**config.mk**
```make
export PLATFORM = sky130hd
export DESIGN_NAME = pllco_clock_out
export DESIGN_NICKNAME = d
export VERILOG_FILES = /design/src/pllco_pkg.sv /design/src/pllco_clock_out.sv
export SDC_FILE = /design/constraint.sdc
export NUM_CORES = 1
export LEC_CHECK = 0
export ABC_AREA = 1
export BUFFER_PORTS_ARGS = -buffer_cell sky130_fd_sc_hd__clkbuf_2
export CAP_MARGIN = 10
export CORE_MARGIN = 2
export CORE_UTILIZATION = 40
export CTS_BUF_LIST = sky130_fd_sc_hd__clkbuf_4 sky130_fd_sc_hd__clkbuf_8
export DETAILED_ROUTE_END_ITERATION = 8
export HOLD_SLACK_MARGIN = 0.06
export PLACE_DENSITY = 0.7
export SLEW_MARGIN = 25
export SYNTH_ARGS = -nofsm -noshare
export SYNTH_HDL_FRONTEND = slang
export SYNTH_SLANG_ARGS = --single-unit
```
**constraint.sdc**
```tcl
create_clock -name clock -period 6.1 [get_ports clock]
set_input_delay 1.22 -clock clock [delete_from_list [all_inputs] [get_ports clock]]
set_output_delay 1.22 -clock clock [all_outputs]
set_load 0.1 [all_outputs]
```
**src/pllco_pkg.sv**
```systemverilog
// shared constants and carriers of the pll clock output control block
package pllco_pkg;

   // apb carrier widths
   localparam int APB_AW = 12;
   localparam int APB_DW = 32;

   // register indices; byte address is four times the index
   localparam logic [7:0] IDX_PLL_CTRL = 8'h3d;
   localparam logic [7:0] IDX_OUT_DIV = 8'h3e;
   localparam logic [7:0] IDX_PIN_GPIO = 8'h30;

   // field positions of the pll and clock pin control register
   localparam int CTRL_SEL_MSB = 7;
   localparam int CTRL_SEL_LSB = 4;
   localparam int CTRL_EN_BIT = 3;
   localparam int CTRL_PD_BIT = 2;
   localparam int CTRL_FB_MSB = 1;
   localparam int CTRL_FB_LSB = 0;

   // field positions of the pin gpio register
   localparam int GPIO_OUT_BIT = 0;
   localparam int GPIO_DRV_BIT = 1;
   localparam int GPIO_IN_BIT = 2;

   // values after reset
   localparam logic [7:0] CTRL_RST = 8'h00;
   localparam logic [7:0] OUTDIV_RST = 8'h08;
   localparam logic [1:0] GPIO_RST = 2'h0;

   // clock output select codes
   localparam logic [3:0] SEL_GPIO = 4'h0;
   localparam logic [3:0] SEL_PLL = 4'h1;
   localparam logic [3:0] SEL_LOW = 4'h2;
   localparam logic [3:0] SEL_HIGH = 4'h3;
   localparam logic [3:0] SEL_XTAL = 4'h4;
   localparam logic [3:0] SEL_XTAL_D2 = 4'h5;
   localparam logic [3:0] SEL_XTAL_D4 = 4'h6;
   localparam logic [3:0] SEL_XTAL_D8 = 4'h7;
   localparam logic [3:0] SEL_TMR0 = 4'h8;
   localparam logic [3:0] SEL_TMR1 = 4'h9;
   localparam logic [3:0] SEL_TMR2 = 4'ha;
   localparam logic [3:0] SEL_TMR3 = 4'hb;

   // feedback divider codes and their multipliers
   localparam logic [1:0] FB_CODE_27 = 2'h1;
   localparam logic [1:0] FB_CODE_28 = 2'h2;
   localparam logic [4:0] FB_MULT_23 = 5'h17;
   localparam logic [4:0] FB_MULT_27 = 5'h1b;
   localparam logic [4:0] FB_MULT_28 = 5'h1c;

   // usable output divider settings
   localparam logic [7:0] OUTDIV_MIN = 8'h08;
   localparam logic [7:0] OUTDIV_MAX = 8'hfe;

   // reference phase counter width, gives undivided and /2 /4 /8 taps
   localparam int REF_CNT_W = 4;
   localparam int TIMER_COUNT = 4;

   // apb request from the master
   typedef struct packed {
      logic psel;
      logic penable;
      logic pwrite;
      logic [APB_AW-1:0] paddr;
      logic [APB_DW-1:0] pwdata;
   } pllco_apb_req_t;

   // apb answer to the master
   typedef struct packed {
      logic [APB_DW-1:0] prdata;
      logic pready;
      logic pslverr;
   } pllco_apb_rsp_t;

   // two-way auxiliary clock pin, output enable low while driving
   typedef struct packed {
      logic pinOut;
      logic pinOeN;
   } pllco_pin_t;

   // apb slave states
   typedef enum logic [1:0] {
      APB_IDLE = 2'b01,
      APB_ANSWER = 2'b10
   } pllco_apb_state_t;

   // decoded register selection
   typedef enum logic [3:0] {
      REG_NONE = 4'b0001,
      REG_CTRL = 4'b0010,
      REG_DIV = 4'b0100,
      REG_GPIO = 4'b1000
   } pllco_reg_t;

endpackage

```
**src/pllco_clock_out.sv**
```systemverilog
`timescale 1ns/1ps

module pllco_clock_out
#(
   parameter int ACC_W = 10
)
(
   input wire logic clock,
   input wire logic rstn,
   input wire pllco_pkg::pllco_apb_req_t apbReq,
   output pllco_pkg::pllco_apb_rsp_t apbRsp,
   input wire logic [pllco_pkg::TIMER_COUNT-1:0] timerOverflow,
   input wire logic pinIn,
   output pllco_pkg::pllco_pin_t auxiliaryClockPin
);
   import pllco_pkg::*;

   // the accumulator must hold twice the largest divider plus a multiplier
   if (ACC_W < 10)
   begin : g_acc_w_check
      $error("pllco_clock_out: ACC_W must be at least 10");
   end

   // software visible registers
   logic [7:0] pllCtrl_q; // select, enable, power down, feedback code
   logic [7:0] outDiv_q; // pll output divider setting
   logic [1:0] gpio_q; // gpio level and drive request

   // apb slave state and answer flops
   pllco_apb_state_t apbState_q;
   logic pready_q;
   logic pslverr_q;
   logic [APB_DW-1:0] prdata_q;

   // clock generation state
   logic [REF_CNT_W-1:0] refCnt_q; // reference phase taps
   logic [ACC_W-1:0] acc_q; // pll phase accumulator
   logic pllPhase_q; // pll output square wave
   logic [TIMER_COUNT-1:0] tmrTog_q; // one toggle flop per timer unit

   // pin flops
   logic pinOut_q;
   logic pinOeN_q;

   // field views of the control register
   logic [3:0] clockOutSelect;
   logic clockOutEnable;
   logic pllPowerDown;
   logic [1:0] pllFeedbackDivider;

   assign clockOutSelect = pllCtrl_q[CTRL_SEL_MSB:CTRL_SEL_LSB];
   assign clockOutEnable = pllCtrl_q[CTRL_EN_BIT];
   assign pllPowerDown = pllCtrl_q[CTRL_PD_BIT];
   assign pllFeedbackDivider = pllCtrl_q[CTRL_FB_MSB:CTRL_FB_LSB];

   // decode an apb byte address into a register; misaligned is unmapped
   function automatic pllco_reg_t regDecode(input logic [APB_AW-1:0] addr);
      pllco_reg_t sel;
      sel = REG_NONE;
      if ((addr[1:0] == 2'h0) && (addr[APB_AW-1:10] == '0))
      begin
         if (addr[9:2] == IDX_PLL_CTRL)
         begin
            sel = REG_CTRL;
         end
         else if (addr[9:2] == IDX_OUT_DIV)
         begin
            sel = REG_DIV;
         end
         else if (addr[9:2] == IDX_PIN_GPIO)
         begin
            sel = REG_GPIO;
         end
      end
      return sel;
   endfunction

   // access phase seen and decoded target
   logic accessPhase;
   logic writeTaken;
   pllco_reg_t regSel;

   assign accessPhase = apbReq.psel && apbReq.penable;
   assign regSel = regDecode(apbReq.paddr);
   // the write lands only on the edge where pready is high
   assign writeTaken = accessPhase && apbReq.pwrite && (apbState_q == APB_ANSWER);

   // apb slave: one wait state, then pready for exactly one cycle
   always_ff @(posedge clock or negedge rstn)
   begin
      if (!rstn)
      begin
         apbState_q <= APB_IDLE;
         pready_q <= 1'b0;
      end
      else
      begin
         case (apbState_q)
            APB_IDLE:
            begin
               // first access cycle: raise pready for the next one
               if (accessPhase)
               begin
                  apbState_q <= APB_ANSWER;
                  pready_q <= 1'b1;
               end
            end
            APB_ANSWER:
            begin
               // transfer completes at this edge
               apbState_q <= APB_IDLE;
               pready_q <= 1'b0;
            end
            default:
            begin
               apbState_q <= APB_IDLE;
               pready_q <= 1'b0;
            end
         endcase
      end
   end

   // read data and error are captured when pready is raised
   always_ff @(posedge clock or negedge rstn)
   begin
      if (!rstn)
      begin
         prdata_q <= '0;
         pslverr_q <= 1'b0;
      end
      else if ((apbState_q == APB_IDLE) && accessPhase)
      begin
         pslverr_q <= (regSel == REG_NONE);
         prdata_q <= '0;
         if (!apbReq.pwrite)
         begin
            case (regSel)
               REG_CTRL: prdata_q <= {24'h000000, pllCtrl_q};
               REG_DIV: prdata_q <= {24'h000000, outDiv_q};
               // pin level is reported live so software can read the gpio
               REG_GPIO: prdata_q <= {29'h00000000, pinIn, gpio_q};
               default: prdata_q <= '0;
            endcase
         end
      end
      else if (apbState_q == APB_ANSWER)
      begin
         // error is a one-cycle answer, cleared with pready
         pslverr_q <= 1'b0;
      end
   end

   // control register writes
   always_ff @(posedge clock or negedge rstn)
   begin
      if (!rstn)
      begin
         pllCtrl_q <= CTRL_RST;
      end
      else if (writeTaken && (regSel == REG_CTRL))
      begin
         pllCtrl_q <= apbReq.pwdata[7:0];
      end
   end

   // output divider writes; reserved values are stored but never used
   always_ff @(posedge clock or negedge rstn)
   begin
      if (!rstn)
      begin
         outDiv_q <= OUTDIV_RST;
      end
      else if (writeTaken && (regSel == REG_DIV))
      begin
         outDiv_q <= apbReq.pwdata[7:0];
      end
   end

   // gpio register writes; the input bit is read only
   always_ff @(posedge clock or negedge rstn)
   begin
      if (!rstn)
      begin
         gpio_q <= GPIO_RST;
      end
      else if (writeTaken && (regSel == REG_GPIO))
      begin
         gpio_q <= apbReq.pwdata[GPIO_DRV_BIT:GPIO_OUT_BIT];
      end
   end

   // reference phase counter; bit 0 stands in for the undivided reference
   // because a flop-driven pin cannot run faster than half the clock
   always_ff @(posedge clock or negedge rstn)
   begin
      if (!rstn)
      begin
         refCnt_q <= '0;
      end
      else
      begin
         refCnt_q <= refCnt_q + REF_CNT_W'(1);
      end
   end

   // feedback multiplier lookup
   logic [4:0] fbMult;

   always_comb
   begin
      case (pllFeedbackDivider)
         FB_CODE_27: fbMult = FB_MULT_27;
         FB_CODE_28: fbMult = FB_MULT_28;
         default: fbMult = FB_MULT_23;
      endcase
   end

   // pll runs only when powered and the divider is a usable value
   logic pllRun;
   logic [ACC_W-1:0] modulus;
   logic [ACC_W-1:0] accSum;

   assign pllRun = !pllPowerDown && (outDiv_q >= OUTDIV_MIN) && (outDiv_q <= OUTDIV_MAX);
   // half-periods per reference period: fb over twice the divider
   assign modulus = ACC_W'({outDiv_q, 1'b0});
   assign accSum = acc_q + ACC_W'(fbMult);

   // phase accumulator synthesises ref*fb/4/div; at most one toggle a
   // cycle, so very high ratios saturate rather than alias
   always_ff @(posedge clock or negedge rstn)
   begin
      if (!rstn)
      begin
         acc_q <= '0;
         pllPhase_q <= 1'b0;
      end
      else if (!pllRun)
      begin
         // power down or reserved divider: output parked low
         acc_q <= '0;
         pllPhase_q <= 1'b0;
      end
      else if (accSum >= modulus)
      begin
         pllPhase_q <= !pllPhase_q;
         if ((accSum - modulus) >= modulus)
         begin
            acc_q <= '0;
         end
         else
         begin
            acc_q <= accSum - modulus;
         end
      end
      else
      begin
         acc_q <= accSum;
      end
   end

   // one toggle flop per timer unit, flipped on each overflow pulse
   generate
      for (genvar t = 0; t < TIMER_COUNT; t++)
      begin : g_tmr
         always_ff @(posedge clock or negedge rstn)
         begin
            if (!rstn)
            begin
               tmrTog_q[t] <= 1'b0;
            end
            else if (timerOverflow[t])
            begin
               tmrTog_q[t] <= !tmrTog_q[t];
            end
         end
      end
   endgenerate

   // pin source selection
   logic pinOut_d;
   logic pinOeN_d;

   always_comb
   begin
      pinOut_d = 1'b0;
      pinOeN_d = 1'b1;
      if (clockOutSelect == SEL_GPIO)
      begin
         // released from clock duty, software owns level and drive
         pinOut_d = gpio_q[GPIO_OUT_BIT];
         pinOeN_d = !gpio_q[GPIO_DRV_BIT];
      end
      else if (!clockOutEnable)
      begin
         // disabled: pin released, nothing driven
         pinOut_d = 1'b0;
         pinOeN_d = 1'b1;
      end
      else
      begin
         pinOeN_d = 1'b0;
         case (clockOutSelect)
            SEL_PLL: pinOut_d = pllPhase_q;
            SEL_LOW: pinOut_d = 1'b0;
            SEL_HIGH: pinOut_d = 1'b1;
            SEL_XTAL: pinOut_d = refCnt_q[0];
            SEL_XTAL_D2: pinOut_d = refCnt_q[1];
            SEL_XTAL_D4: pinOut_d = refCnt_q[2];
            SEL_XTAL_D8: pinOut_d = refCnt_q[3];
            SEL_TMR0: pinOut_d = tmrTog_q[0];
            SEL_TMR1: pinOut_d = tmrTog_q[1];
            SEL_TMR2: pinOut_d = tmrTog_q[2];
            SEL_TMR3: pinOut_d = tmrTog_q[3];
            // reserved codes drive a quiet low instead of garbage
            default: pinOut_d = 1'b0;
         endcase
      end
   end

   // pin flops; one cycle of latency from every source
   always_ff @(posedge clock or negedge rstn)
   begin
      if (!rstn)
      begin
         pinOut_q <= 1'b0;
         pinOeN_q <= 1'b1;
      end
      else
      begin
         pinOut_q <= pinOut_d;
         pinOeN_q <= pinOeN_d;
      end
   end

   // outputs straight from flops
   assign apbRsp.prdata = prdata_q;
   assign apbRsp.pready = pready_q;
   assign apbRsp.pslverr = pslverr_q;
   assign auxiliaryClockPin.pinOut = pinOut_q;
   assign auxiliaryClockPin.pinOeN = pinOeN_q;

endmodule

```
# After elaboration in Yosys (flattened, before gate mapping)
# Cells that the tools add are included.
[classes]
addsub = 3
eq_ne = 23
magnitude_cmp = 4
muxes = 23
n_reduce_logical = 21
[ops]
columns = ["cell", "count"]
rows = [
  ["$mux 10", 3],
  ["$eq 8x6->1 const B", 3],
  ["$pmux 8 s3", 1],
  ["$eq 4x3->1 const B", 5],
  ["$eq 4x4->1 const B", 5],
  ["$ge 10x9->1", 2],
  ["$mux 4", 4],
  ["$add 10x5->10", 1],
  ["$logic_and 1x1->1", 10],
  ["$mux 1", 10],
  ["$pmux 1 s10", 1],
  ["$sub 10x9->10", 1],
  ["$eq 4x1->1 const B", 2],
  ["$eq 4x2->1 const B", 2],
  ["$ge 8x4->1 const B", 1],
  ["$le 8x8->1 const B", 1],
  ["$mux 8", 1],
  ["$pmux 4 s2", 1],
  ["$logic_not 1->1", 7],
  ["$add 4x1->4 const B", 1],
  ["$eq 2x1->1 const B", 2],
  ["$eq 2x2->1 const B", 2],
  ["$logic_not 2->1", 2],
  ["$logic_not 4->1", 1],
  ["4 further kinds", 5],
]
[totals]
output_inout_bits = 36
in_bits = 54
elab_cells = 90
regBits = 75

# Longest topological paths before layout
# Gate-level depths: netlist (run 1).
[depth]
word_depth = 8
depth_mapped = 31
ltp_nobuf = 31

# Least setup slack after synthesis (run 1)
# Ideal clock, no wire load.
[synth_path]
kind = "register to register"
startpoint = "register pllCtrl_q[0]"
endpoint = "register acc_q[7]"
t_arrival_ns = 3.581
n_path_buf = 0
setup_time_ns = 0.124
synth_period_minus_slack_ns = 3.705
path_slack_ns = 2.395
stages_incl_launch_ff = 30
required_time_ns = 5.976
cell_sequence = "dfrtp_1 inv_1 ha_1 inv_1 ha_1 fa_1 nand2_1 nand2_1 nand2_1 nand2_1 and2_1 inv_1 ha_1 a21oi_1 nand2_1 a21oi_1 xor2_1 inv_1 ha_1 nand2_1 nor2_1 nand3_1 nand2_1 inv_1 nand2_1 nand2_1 nand2_1 nor2_1 nor2_4 nor2_1"
[synth_between]
elab_chain_len = 8
elab_cells_between_ends = 10
cone_classes = "add/sub (2); order compare (2); eq/ne (2); mux (4)"
[synth_rtl]
columns = ["element", "line", "source"]
rows = [
  ["start, declared", "pllco_clock_out.sv:25", "logic [7:0] pllCtrl_q;"],
  ["start signal, assigned", "pllco_clock_out.sv:162", "pllCtrl_q <= apbReq.pwdata[7:0];"],
  ["$eq 2x2->1 / $eq 2x1->1 (equally long branches)", "pllco_clock_out.sv:211", "case (pllFeedbackDivider)"],
  ["$pmux 4 s2 *", "pllco_clock_out.sv:211", ""],
  ["$add 10x5->10 *", "pllco_clock_out.sv:226", "assign accSum = acc_q + ACC_W'(fbMult);"],
  ["$sub 10x9->10", "pllco_clock_out.sv:246, pllco_clock_out.sv:252", ""],
  ["$ge 10x9->1", "pllco_clock_out.sv:246", "if ((accSum - modulus) >= modulus)"],
  ["$mux 10", "pllco_clock_out.sv:246", ""],
  ["$mux 10 *", "pllco_clock_out.sv:243", "else if (accSum >= modulus)"],
  ["$mux 10 *", "pllco_clock_out.sv:237", "else if (!pllRun)"],
  ["end signal, assigned", "pllco_clock_out.sv:252", "acc_q <= accSum - modulus;"],
  ["end signal, assigned", "pllco_clock_out.sv:257", "acc_q <= accSum;"],
  ["end, declared", "pllco_clock_out.sv:37", "logic [ACC_W-1:0] acc_q;"],
]
# Every way passes the cells marked *; elsewhere a longest branch is shown, timed or not.
# A chain may end at the register's enable or synchronous reset.

# Final worst setup path (run 1)
[layout_path]
startpoint = "register pllCtrl_q[0]"
endpoint = "register acc_q[3]"
# Same word-level chain as after synthesis.

==> results of run 1 <==
==> worst reg2reg max path, delay by kind of cell, from the launching register on <==
kind	cells	cell delay, ps
AND/OR/NAND/NOR	16	1540
adder cells (fa/ha/maj)	5	1390
flip-flops	1	410
AO/OA/AOI/OAI	2	360
buffers and inverters	5	330
XOR/XNOR	1	220
==> routing by layer <==
metal,routed length (um),share of wire,global-route usage
met5,0,0,0
met4,155,0.020,0.0474
met3,369,0.048,0.0197
met2,3570,0.47,0.279
met1,3530,0.46,0.220
==> metrics by stage <==
stage	cells	worst slack [ps]	total power (uW)	hold slack [ps]	area, um2
floorplan	511	2400	473	408	3720
global placement	630	1910	483	453	3840
CTS	638	1750	723	468	3950
global route	638	1280	748	486	3950
detailed placement	630	1790	484	454	3840
finish	638	1720	714	475	3950
==> power by group through the flow <==
stage / logic, uW / registers, uW / clock network (uW)
CTS: 119 / 359 / 245
global placement: 117 / 365 / 0
detailed placement: 119 / 365 / 0
floorplan: 111 / 363 / 0
global route: 127 / 361 / 260
finish: 118 / 358 / 238
==> worst paths after layout <==
check | from | to | slack (ps)
setup / recovery | pllCtrl_q[0] | acc_q[3] | 1720
hold / removal | gpio_q[1] | pinOeN_q | 470
setup reg to reg | pllCtrl_q[0] | acc_q[3] | 1720
hold reg to reg | gpio_q[1] | pinOeN_q | 470
max in group asynchronous | rstn | acc_q[9] | 4670
min in group asynchronous | rstn | tmrTog_q[3] | 1000
==> cell families after synthesis <==
family	count (synthesis)	synth area share
adders and majority gates	25	0.0903
and+or+nand+nor	250	0.323
AOI/OAI and AO/OA	44	0.0700
xor gates and xnor gates	13	0.0314
other	1	0.00103
buffers and inverters	104	0.139
DFF	50	0.346
==> layout make-up <==
class | count | area (um2) | area share
well taps | 108 | 135 | 0.0342
repair buffers | 42 | 213 | 0.0538
clock inverters | 3 | 47.5 | 0.0120
inverters | 73 | 274 | 0.0693
clock buffers | 5 | 68.8 | 0.0174
multi-input cells | 357 | 1960 | 0.496
flip-flops and latches | 50 | 1250 | 0.317
==> state kept, by name (all words and copies together) (netlist names) <==
register / count
gpio_q: 2
pllPhase_q: 1
refCnt_q: 4
pslverr_q: 1
acc_q: 10
prdata_q: 8
apbState_q: 2
outDiv_q: 8
pinOut_q: 1
pinOeN_q: 1
tmrTog_q: 4
pllCtrl_q: 8
==> cell usage in the layout, fill, tap and decap left out <==
cell type and count:
sky130_fd_sc_hd__nand2_1 131, sky130_fd_sc_hd__inv_1 67, sky130_fd_sc_hd__dfrtp_1 47, sky130_fd_sc_hd__clkbuf_2 41, sky130_fd_sc_hd__nand3_1 36, sky130_fd_sc_hd__nor2_1 33
sky130_fd_sc_hd__conb_1 25, sky130_fd_sc_hd__ha_1 23, sky130_fd_sc_hd__o21ai_1 17, sky130_fd_sc_hd__nand4_1 16, sky130_fd_sc_hd__nand2_2 12, sky130_fd_sc_hd__xor2_1 11
sky130_fd_sc_hd__o21ai_0 11, sky130_fd_sc_hd__a21oi_1 10, sky130_fd_sc_hd__inv_2 6, sky130_fd_sc_hd__clkbuf_8 5, sky130_fd_sc_hd__nand3b_1 4, sky130_fd_sc_hd__nand3_2 3
sky130_fd_sc_hd__nor2_4 3, sky130_fd_sc_hd__nor3_1 3, sky130_fd_sc_hd__dfstp_2 3, sky130_fd_sc_hd__and2_1 2, sky130_fd_sc_hd__xnor2_1 2, sky130_fd_sc_hd__nand3_4 2
sky130_fd_sc_hd__nor3_2 2, sky130_fd_sc_hd__o211ai_1 2, sky130_fd_sc_hd__fa_1 2, sky130_fd_sc_hd__inv_6 2, sky130_fd_sc_hd__a21o_1 1, sky130_fd_sc_hd__nor2_2 1
sky130_fd_sc_hd__nand2_4 1, sky130_fd_sc_hd__a311oi_4 1, sky130_fd_sc_hd__o2111ai_1 1, sky130_fd_sc_hd__nor4_1 1, sky130_fd_sc_hd__a31oi_1 1, sky130_fd_sc_hd__bufinv_16 1
sky130_fd_sc_hd__buf_4 1
==> reports/summary.md, run 1 <==
The flow ran to the end, and the final reports show no timing, DRC or antenna violations. The final estimated routing congestion in global placement is 0.887. The commonest register cell after synthesis was sky130_fd_sc_hd__dfrtp_1. The total global routing overflow is 0. The die outline width is 99.3 um, and the global-route wire length before repair is 13,400 um. In this run the worst path has a maximum fanout of 9. The die is 99.3 um tall. The kind of cell adding the most delay to the critical path was simple AND/OR/NAND/NOR gates. Clock-pin slew was measured on the worst setup and hold paths at 100 ps.

The count of endpoints failing hold in the final timing report was 0. The signed area change from the synthesized netlist to the final layout is 8.89%. Data on the critical path arrives at its endpoint at 4560 ps. The number of fill cells in the layout was 884.

The number of gates resized after CTS was 0. The critical path's largest stage delay was 440 ps; the ratio of final minimum period to clock period was 0.719. TritonCTS built the clock tree. Share of async-settable or async-resettable flops after synthesis: 1.00. The number of cell instances on the worst register-to-register path works out to 29.

The detailed-placement wirelength estimate came out at 6250 um. The transition time of the tightest slew-check pin was 698 ps; the count of inserted antenna diode cells was 0. The maximum clock insertion buffer count was 2; the count of clock tree sinks was 50. The quantity of hold-fixing buffers added after cts was 0; the post-synthesis area per instance was 7.46 um2. The clock tree skew after final layout came out at 10.5 ps. The depth of the worst hold-timing path was 1; the I/O pin count was 90. The number of warnings printed during yosys synthesis is 0.

The tools report the clock root buffer as sky130_fd_sc_hd__clkbuf_8. The most common cell in the synthesized netlist is sky130_fd_sc_hd__nand2_1. Sum of buffers and inverters on the critical path: 5. The critical path is of the reg -> reg type. The total number of vias came out at 3,112.

The run gives 0.00207 uW as the standby leakage power. For the effective utilization at floorplan, the log shows 0.414. The worst hold path belongs to the class reg -> reg. At the end of the flow, the number of nets in the layout was 608. For the overall track demand over capacity in global routing, the log shows 0.164.

The tools report the synthesized cell area as 0.00363 mm2. For this design, the slowest cell found on the critical path is sky130_fd_sc_hd__fa_1. For the DRC violation count after routing, the log shows 0. The element type at the critical path end was a flip-flop.

Setup repair after global routing left no endpoint under its margin. Dividing the detail-routed wire length by the instance count gives 11.9 um. The initial antenna violation count came out at 0. The run gives 487 as the post-synthesis instance total. The floorplan step defined a die boundary enclosing 0.00986 mm2. The design internal power was 492 uW. The most used cell along the critical path is sky130_fd_sc_hd__nand2_1.

For the worst setup path, the data required time is 6280 ps. Detailed-routing iteration count for the pre-antenna-repair pass: 4. Sorting the synthesized cells by how often they occur yields sky130_fd_sc_hd__nand2_1 (131), sky130_fd_sc_hd__inv_1 (67), sky130_fd_sc_hd__dfrtp_1 (47).

The tools report the number of rows created at floorplan as 34. For the number of slew-limit violations in the final report, the log shows 0. Timing would allow up to 228 MHz. The run gives 0.533 as the worst slew slack as a fraction of its limit. The proportion of total power due to net switching was 0.311; the via count of the first global-routing pass was 2,973. Entering global routing, the biggest net connects 51 pins. The detailed-route wire length is 7620 um, and the maximum VDD drop is 0.000121 V. Using the TritonRoute via totals, the vias-per-cell ratio works out to 4.88. The run gives 0 as the antenna violation net count after detailed routing.

The tools report the total of max-cap violations as 0. Counting distinct cell types in the post-synthesis netlist gives 35. The switching power is 222 uW. The number of flip-flops and latches in the synthesized netlist is 50, and the number of setup buffers added after CTS is 0.

The cell taking the most area after synthesis is sky130_fd_sc_hd__dfrtp_1. The fraction of power consumed by sequential logic is 0.502, and the number of port buffers is 41. The core area came out at 0.00876 mm2.

CTS built an H-tree with a depth of 2. For the share of the yosys chip area belonging to registers, the log shows 0.346. STA classifies the critical path startpoint as a flip-flop. The part of the total power dissipated in the clock network came out at 0.333. For the total CTS buffers, the log shows 5.

The minimum clock period after layout is 4380 ps. The ratio of cells with drive above 1 in the final layout works out to 0.158. The logs give 194 for the initial detailed-routing violation count and 300 ps for the latest clock arrival within the worst-skew pair.

The number of cells on the critical path was 29; the count of flip-flops with a built-in enable after synthesis was 0. Adding up every negative setup slack in the final design gives 0 ps. In this run the power density over the cells is 181 mW/mm2.

The tools report the logic gate share of total power as 0.165. Setup violations remaining at the end of the flow were counted as 0. The core occupancy in the finished layout came out at 0.451. Area fraction of the dominant cell type after synthesis: 0.324.

Ranked by total cell area, the synthesized netlist is headed by sky130_fd_sc_hd__dfrtp_1 (32%), sky130_fd_sc_hd__nand2_1 (14%), sky130_fd_sc_hd__ha_1 (7.9%).
Power figures use the tool's default switching activity.
==> run 2: changes to the inputs <==
PLACE_DENSITY = 0.72   (was 0.7)
clock period = 3.8 ns   (was 6.1 ns; I/O delays follow)
==> reports/summary.md, run 2 (same netlist as run 1, synthesis figures left out) <==
The flow ran to the end, but the final reports show violations. The final reports fail on negative setup slack. The proportion of total power due to net switching came out at 0.329 (was 0.311). The logs give 0.00876 mm2 (unchanged) for the core area and 5 (unchanged) for the total CTS buffers. The tools report the core occupancy in the finished layout as 0.513 (was 0.451).

The total global routing overflow is 0 (unchanged), and the die outline height is 99.3 um (unchanged). The initial detailed-routing violation count is 197 (was 194). The initial antenna violation count is 0 (unchanged). The worst setup timing slack at the placement stage is -213 ps (was 1790 ps). For the part of the total power dissipated in the clock network, the log shows 0.304 (was 0.333).

The register ranked first by flip-flop count was acc_q (unchanged). The switching power was 362 uW (was 222 uW). The via count of the first global-routing pass is 3,224 (was 2,973). The number of slew-limit violations in the final report is 0 (unchanged), and the I/O pin count is 90 (unchanged). The critical path's largest stage delay is 460 ps (was 440 ps), and the clock tree skew after final layout is 16.6 ps (was 10.5 ps). The number of flip-flops in the largest register was 10 (unchanged).

The fraction of power consumed by sequential logic came out at 0.523 (was 0.502). The number of rows created at floorplan was 34 (unchanged). Final estimated routing congestion in global placement: 0.871 (was 0.887).

The logic gate share of total power was 0.173 (was 0.165); the latest clock arrival within the worst-skew pair was 310 ps (was 300 ps). The antenna violation net count after detailed routing was 0 (unchanged). The count of inserted antenna diode cells is 0 (unchanged), and the detailed-route wire length is 8620 um (was 7620 um). The sum of buffers and inverters on the critical path works out to 5 (unchanged).

The tools report the number of fill cells in the layout as 801 (was 884). The most used cell along the critical path is sky130_fd_sc_hd__nand2_2 (was sky130_fd_sc_hd__nand2_1). Classification of the worst-slack hold path: reg -> reg (unchanged). The ratio of final minimum period to clock period was 1.03 (was 0.719). The count of final setup violators is 9 (was 0), and the die outline width is 99.3 um (unchanged). The number of port buffers was 41 (unchanged); the total number of vias was 3,314 (was 3,112). The routed length per instance was 12.7 um (was 11.9 um); the worst endpoint required time was 3990 ps (was 6280 ps). Least setup slack across all paths after layout: -133 ps (was 1720 ps).

The most common cell after layout, fill and taps aside was sky130_fd_sc_hd__nand2_1 (unchanged). The top achievable clock speed is 254 MHz (was 228 MHz). The via count normalized by instance count is 4.87 (was 4.88).

For the final cell area excluding filler cells, the log shows 0.00450 mm2 (was 0.00395 mm2). The largest fanout of any net on the critical path works out to 5 (was 9). Setup repair after global routing could not meet its margin everywhere. The clock root buffer is sky130_fd_sc_hd__clkbuf_8 (unchanged).

The total of max-cap violations is 0 (unchanged), and the post-placement cell area is 0.00403 mm2 (was 0.00384 mm2). The tools report the standby leakage power as 0.00228 uW (was 0.00207 uW). The tools report the number of H-tree branching levels as 2 (unchanged).

For the global-route wire length before repair, the log shows 14,500 um (was 13,400 um). For the maximum VDD drop, the log shows 0.000184 V (was 0.000121 V). The kind of cell adding the most delay to the critical path is adder cells (was simple AND/OR/NAND/NOR gates). The net count reported at finish was 650 (was 608); the count of endpoints failing hold in the final timing report was 0 (unchanged). The kind of critical path was reg -> reg (unchanged). Highest-count cells in the layout ignoring fill and taps: sky130_fd_sc_hd__nand2_1 (120), sky130_fd_sc_hd__inv_1 (60), sky130_fd_sc_hd__dfrtp_1 (47) (was sky130_fd_sc_hd__nand2_1 (131), sky130_fd_sc_hd__inv_1 (67), sky130_fd_sc_hd__dfrtp_1 (47)). The clock edge transition at the registers on the reported setup and hold paths came out at 100 ps (about the same). TritonCTS built the clock tree. The data arrival time at the worst-slack endpoint is 4120 ps (was 4560 ps). The tools report the overall track demand over capacity in global routing as 0.178 (was 0.164). Critical path startpoint category: a flip-flop (unchanged). Maximum number of pins on one net before global-route repair: 36 (was 51). The power per standard cell area is 245 mW/mm2 (was 181 mW/mm2), and the detailed-routing iteration count for the pre-antenna-repair pass is 4 (unchanged). The tools report the design internal power as 739 uW (was 492 uW). The transition time of the tightest slew-check pin was 854 ps (was 698 ps). The element type at the critical path end was a flip-flop (unchanged). The worst slew slack as a fraction of its limit came out at 0.431 (was 0.533). Effective utilization at floorplan: 0.414 (unchanged). DRC violation count after routing: 0 (unchanged). The minimum clock period after layout is 3930 ps (was 4380 ps). For the maximum clock insertion buffer count, the log shows 2 (unchanged). The ratio of cells with drive above 1 in the final layout was 0.301 (was 0.158). The cell with the biggest individual delay on the critical path was sky130_fd_sc_hd__fa_2 (was sky130_fd_sc_hd__fa_1).

The signed area change from the synthesized netlist to the final layout was 23.8% (was 8.89%). For the count of clock tree sinks, the log shows 50 (unchanged). The detailed-placement wirelength estimate is 6220 um (was 6250 um), and the worst setup slack for register-to-register paths is -130 ps (was 1720 ps). The tools report the die footprint as 0.00986 mm2 (unchanged).

The quantity of hold-fixing buffers added after cts came out at 0 (unchanged).
-- run 2: cell count changes in the layout (fill, tap and decap cells not counted), moves of 5 or more --
cell                      change
sky130_fd_sc_hd__nand2_1     -11
sky130_fd_sc_hd__nor2_1       -5
sky130_fd_sc_hd__ha_1        -10
sky130_fd_sc_hd__nand2_2     +11
sky130_fd_sc_hd__ha_4         +9
sky130_fd_sc_hd__buf_4       +40
sky130_fd_sc_hd__inv_1        -7
-- run 2: stage by stage --
| stage | hold WS, ps | total power (uW) | TNS, ps | cells |
|---|---|---|---|---|
| after floorplan | 408 | 760 | 0 | 511 |
| after CTS | 451 | 1110 | 0 | 670 |
| after global routing | 476 | 1150 | -3050 | 680 |
| after global placement | 444 | 774 | -969 | 656 |
| after detailed placement | 444 | 777 | -1630 | 656 |
| final | 459 | 1100 | -1050 | 680 |
-- run 2: power by group through the flow --
stage | clock, uW | combinational (uW) | sequential, uW
finish | 335 | 191 | 576
global route | 367 | 203 | 580
floorplan | 0 | 178 | 582
CTS | 343 | 192 | 576
detailed placement | 0 | 191 | 586
global placement | 0 | 188 | 586
-- run 2: layout make-up --
cell class / count / area (um2) / share of cell area
Timing Repair Buffer: 83 / 524 / 0.117
Multi-Input combinational cell: 358 / 2200 / 0.490
Inverter: 73 / 282 / 0.0626
Tap cell: 108 / 135 / 0.0301
Clock buffer: 6 / 82.6 / 0.0184
Clock inverter: 2 / 16.3 / 0.00362
Sequential cell: 50 / 1250 / 0.279
-- run 2: final timing paths --
check | startpoint | endpoint | depth (start not counted)
hold / removal | gpio_q[1] | pinOeN_q | 1
setup reg to reg | pllCtrl_q[1] | acc_q[8] | 25
max in group asynchronous | rstn | acc_q[9] | 2
hold reg to reg | gpio_q[1] | pinOeN_q | 1
min in group asynchronous | rstn | tmrTog_q[0] | 1
setup / recovery | pllCtrl_q[1] | acc_q[8] | 25
-- run 2: repair_timing --
item,in CTS,in global routing
pin swaps,9,27
gates cloned,1,0
setup endpoints to repair,9,9
setup buffers,5,10
resized for setup,24,33
-- run 2: routing by layer --
metal,vias up,share of wire,track usage
li1,1666,-,-
met1,1557,0.44,0.237
met2,78,0.50,0.307
met3,13,0.041,0.0190
met4,0,0.018,0.0495
met5,-,0,0
-- run 2: worst register-to-register path: stages (launching register included) --
cell and delay [ps]:
sky130_fd_sc_hd__dfrtp_1 430, sky130_fd_sc_hd__ha_4 190, sky130_fd_sc_hd__inv_4 60, sky130_fd_sc_hd__ha_4 130, sky130_fd_sc_hd__fa_2 460, sky130_fd_sc_hd__inv_2 100, sky130_fd_sc_hd__ha_4 160, sky130_fd_sc_hd__inv_4 40
sky130_fd_sc_hd__fa_2 390, sky130_fd_sc_hd__nand3_2 70, sky130_fd_sc_hd__nand2_2 60, sky130_fd_sc_hd__a21oi_2 160, sky130_fd_sc_hd__xor2_1 240, sky130_fd_sc_hd__inv_1 130, sky130_fd_sc_hd__ha_4 300, sky130_fd_sc_hd__nand2_2 60
sky130_fd_sc_hd__nor2_2 140, sky130_fd_sc_hd__nand3_2 90, sky130_fd_sc_hd__nand2_1 70, sky130_fd_sc_hd__inv_1 40, sky130_fd_sc_hd__nand2_2 60, sky130_fd_sc_hd__nand2_2 50, sky130_fd_sc_hd__nand2_2 80, sky130_fd_sc_hd__nor2_4 60
sky130_fd_sc_hd__nor2_4 150, sky130_fd_sc_hd__nor2_1 70
==> run 3: changes to the inputs <==
REMOVE_ABC_BUFFERS = 1   (was default)
==> reports/summary.md, run 3 (same netlist as run 1, synthesis figures left out) <==
The flow ran to the end, and the final reports show no timing, DRC or antenna violations. The number of cell instances on the worst register-to-register path is 29 (was 25). The final estimated routing congestion in global placement came out at 0.914 (was 0.871). TritonCTS built the clock tree.

The number of H-tree branching levels is 2 (unchanged), and the via count of the first global-routing pass is 3,257 (was 3,224). The count of endpoints failing hold in the final timing report was 0 (unchanged); the sum of negative setup slack was 0 ps (was -1050 ps). Net count reported at finish: 652 (was 650).

The count of final setup violators is 0 (was 9), and the global-route wire length before repair is 14,500 um (about the same). The met3 routing resource usage after global routing is 0.0190 (unchanged). The maximum VDD drop was 0.000150 V (was 0.000184 V); the overall track demand over capacity in global routing was 0.178 (about the same). The I/O pin count is 90 (unchanged). The met1 routing resource usage after global routing is 0.227 (was 0.237). The clock tree skew after final layout was 19.9 ps (was 16.6 ps); the die outline width was 99.3 um (unchanged). Count of clock tree sinks: 50 (unchanged).

The die outline height is 99.3 um (unchanged). The kind of critical path is reg -> reg (unchanged). The logs give 0 (unchanged) for the count of inserted antenna diode cells and -313 ps (was -213 ps) for the worst setup timing slack at the placement stage.

The run gives 5 (unchanged) as the total CTS buffers. The routed length per instance was 12.5 um (was 12.7 um). Number of flip-flops in the largest register: 10 (unchanged). The number of rows created at floorplan is 34 (unchanged). The largest fanout of any net on the critical path is 5 (unchanged). The worst slew slack as a fraction of its limit is 0.521 (was 0.431), and the number of port buffers is 41 (unchanged). The die footprint was 0.00986 mm2 (unchanged); the via count normalized by instance count was 4.90 (was 4.87). The run gives 0 (unchanged) as the initial antenna violation count. Core area: 0.00876 mm2 (unchanged). The maximum number of pins on one net before global-route repair is 51 (was 36). Highest-count cells in the layout ignoring fill and taps: sky130_fd_sc_hd__nand2_1 (121), sky130_fd_sc_hd__inv_1 (58), sky130_fd_sc_hd__dfrtp_1 (47) (was sky130_fd_sc_hd__nand2_1 (120), sky130_fd_sc_hd__inv_1 (60), sky130_fd_sc_hd__dfrtp_1 (47)).

For the data arrival time at the worst-slack endpoint, the log shows 3970 ps (was 4120 ps). The most heavily used metal layer in global routing was met2 (unchanged). The clock root buffer is sky130_fd_sc_hd__clkbuf_8 (unchanged). The minimum clock period after layout is 3780 ps (was 3930 ps), and the worst endpoint required time is 3990 ps (about the same).

The cell with the biggest individual delay on the critical path is sky130_fd_sc_hd__dfrtp_1 (was sky130_fd_sc_hd__fa_2). The element type at the critical path end was a flip-flop (unchanged). Latest clock arrival within the worst-skew pair: 320 ps (was 310 ps).

Detailed-route wire length: 8510 um (was 8620 um). The initial detailed-routing violation count was 169 (was 197). Critical path startpoint category: a flip-flop (unchanged). The tools report the quantity of hold-fixing buffers added after cts as 0 (unchanged). The core occupancy in the finished layout was 0.518 (was 0.513).

Setup repair after global routing could not meet its margin everywhere. The transition time of the tightest slew-check pin works out to 717 ps (was 854 ps). The tools report the maximum clock insertion buffer count as 2 (unchanged). The signed area change from the synthesized netlist to the final layout is 25.1% (was 23.8%). The logs give 0 (unchanged) for the total global routing overflow and 0 (unchanged) for the number of slew-limit violations in the final report. The tools report the DRC violation count after routing as 0 (unchanged).

Classification of the worst-slack hold path: reg -> reg (unchanged). The total number of vias is 3,345 (was 3,314), and the antenna violation net count after detailed routing is 0 (unchanged). The number of fill cells in the layout is 831 (was 801), and the least setup slack across all paths after layout is 18.8 ps (was -133 ps). The top achievable clock speed was 264 MHz (was 254 MHz); the depth of the worst hold-timing path was 1 (unchanged). The critical path's largest stage delay is 410 ps (was 460 ps), and the detailed-routing iteration count for the pre-antenna-repair pass is 4 (unchanged). The most used cell along the critical path was sky130_fd_sc_hd__nand2_2 (unchanged). The register ranked first by flip-flop count is acc_q (unchanged). Detailed-placement wirelength estimate: 6340 um (was 6220 um).

Standby leakage power: 0.00229 uW (was 0.00228 uW). The run gives 0.414 (unchanged) as the effective utilization at floorplan. The met2 routing resource usage after global routing was 0.314 (was 0.307).

The ratio of final minimum period to clock period is 0.995 (was 1.03). The most common cell after layout, fill and taps aside was sky130_fd_sc_hd__nand2_1 (unchanged). The clock edge transition at the registers on the reported setup and hold paths is 110 ps (was 100 ps). The ratio of cells with drive above 1 in the final layout is 0.312 (was 0.301). The power per standard cell area is 242 mW/mm2 (was 245 mW/mm2). The total of max-cap violations came out at 0 (unchanged).
run 3: layer usage:
layer	part of all wire	vias to the layer above
met5	0	-
met4	0.025	0
met3	0.038	16
met2	0.50	82
met1	0.44	1579
li1	-	1668
run 3: worst paths after layout:
path / endpoint / slack (ps) / start
max: acc_q[3] / 20 / pllCtrl_q[0]
min: tmrTog_q[2] / 480 / tmrTog_q[2]
max reg2reg: acc_q[3] / 20 / pllCtrl_q[0]
min reg2reg: tmrTog_q[2] / 480 / tmrTog_q[2]
max in group asynchronous: acc_q[8] / 2850 / rstn
min in group asynchronous: tmrTog_q[0] / 530 / rstn
run 3: timing repair:
| item | CTS | global route |
|---|---|---|
| gates cloned | 1 | 0 |
| buffers inserted | 10 | 4 |
| pin swaps | 23 | 23 |
| endpoints found under the setup margin | 9 | 9 |
| resized for setup | 39 | 24 |
run 3: stage by stage:
step                total power, uW  hold WS, ps  area [um2]  instances
global placement                775          460        4060        659
detailed placement              779          463        4060        659
global route                   1150          479        4540        682
finish                         1100          479        4540        682
CTS                            1110          467        4420        678
floorplan                       737          408        3490        480
run 3: power breakdown:
group | switching [uW] | total (uW) | internal, uW
clock network | 194 | 330 | 136
logic | 159 | 191 | 31.6
registers | 19.0 | 577 | 558
run 3: cell type report:
cell class,instances,area [um2],share of cell area
flip-flops and latches,50,1250,0.276
well taps,108,135,0.0298
multi-input cells,358,2240,0.493
clock inverters,3,26.3,0.00579
repair buffers,85,539,0.119
clock buffers,5,68.8,0.0152
inverters,73,279,0.0614
run 3: critical path: cells and delay by family (launching register included):
| family | cells | cell delay [ps] |
|---|---|---|
| buffers and inverters | 5 | 320 |
| AND/OR/NAND/NOR | 16 | 1280 |
| adder cells (fa/ha/maj) | 5 | 1130 |
| AO/OA/AOI/OAI | 2 | 280 |
| flip-flops | 1 | 410 |
| XOR/XNOR | 1 | 220 |
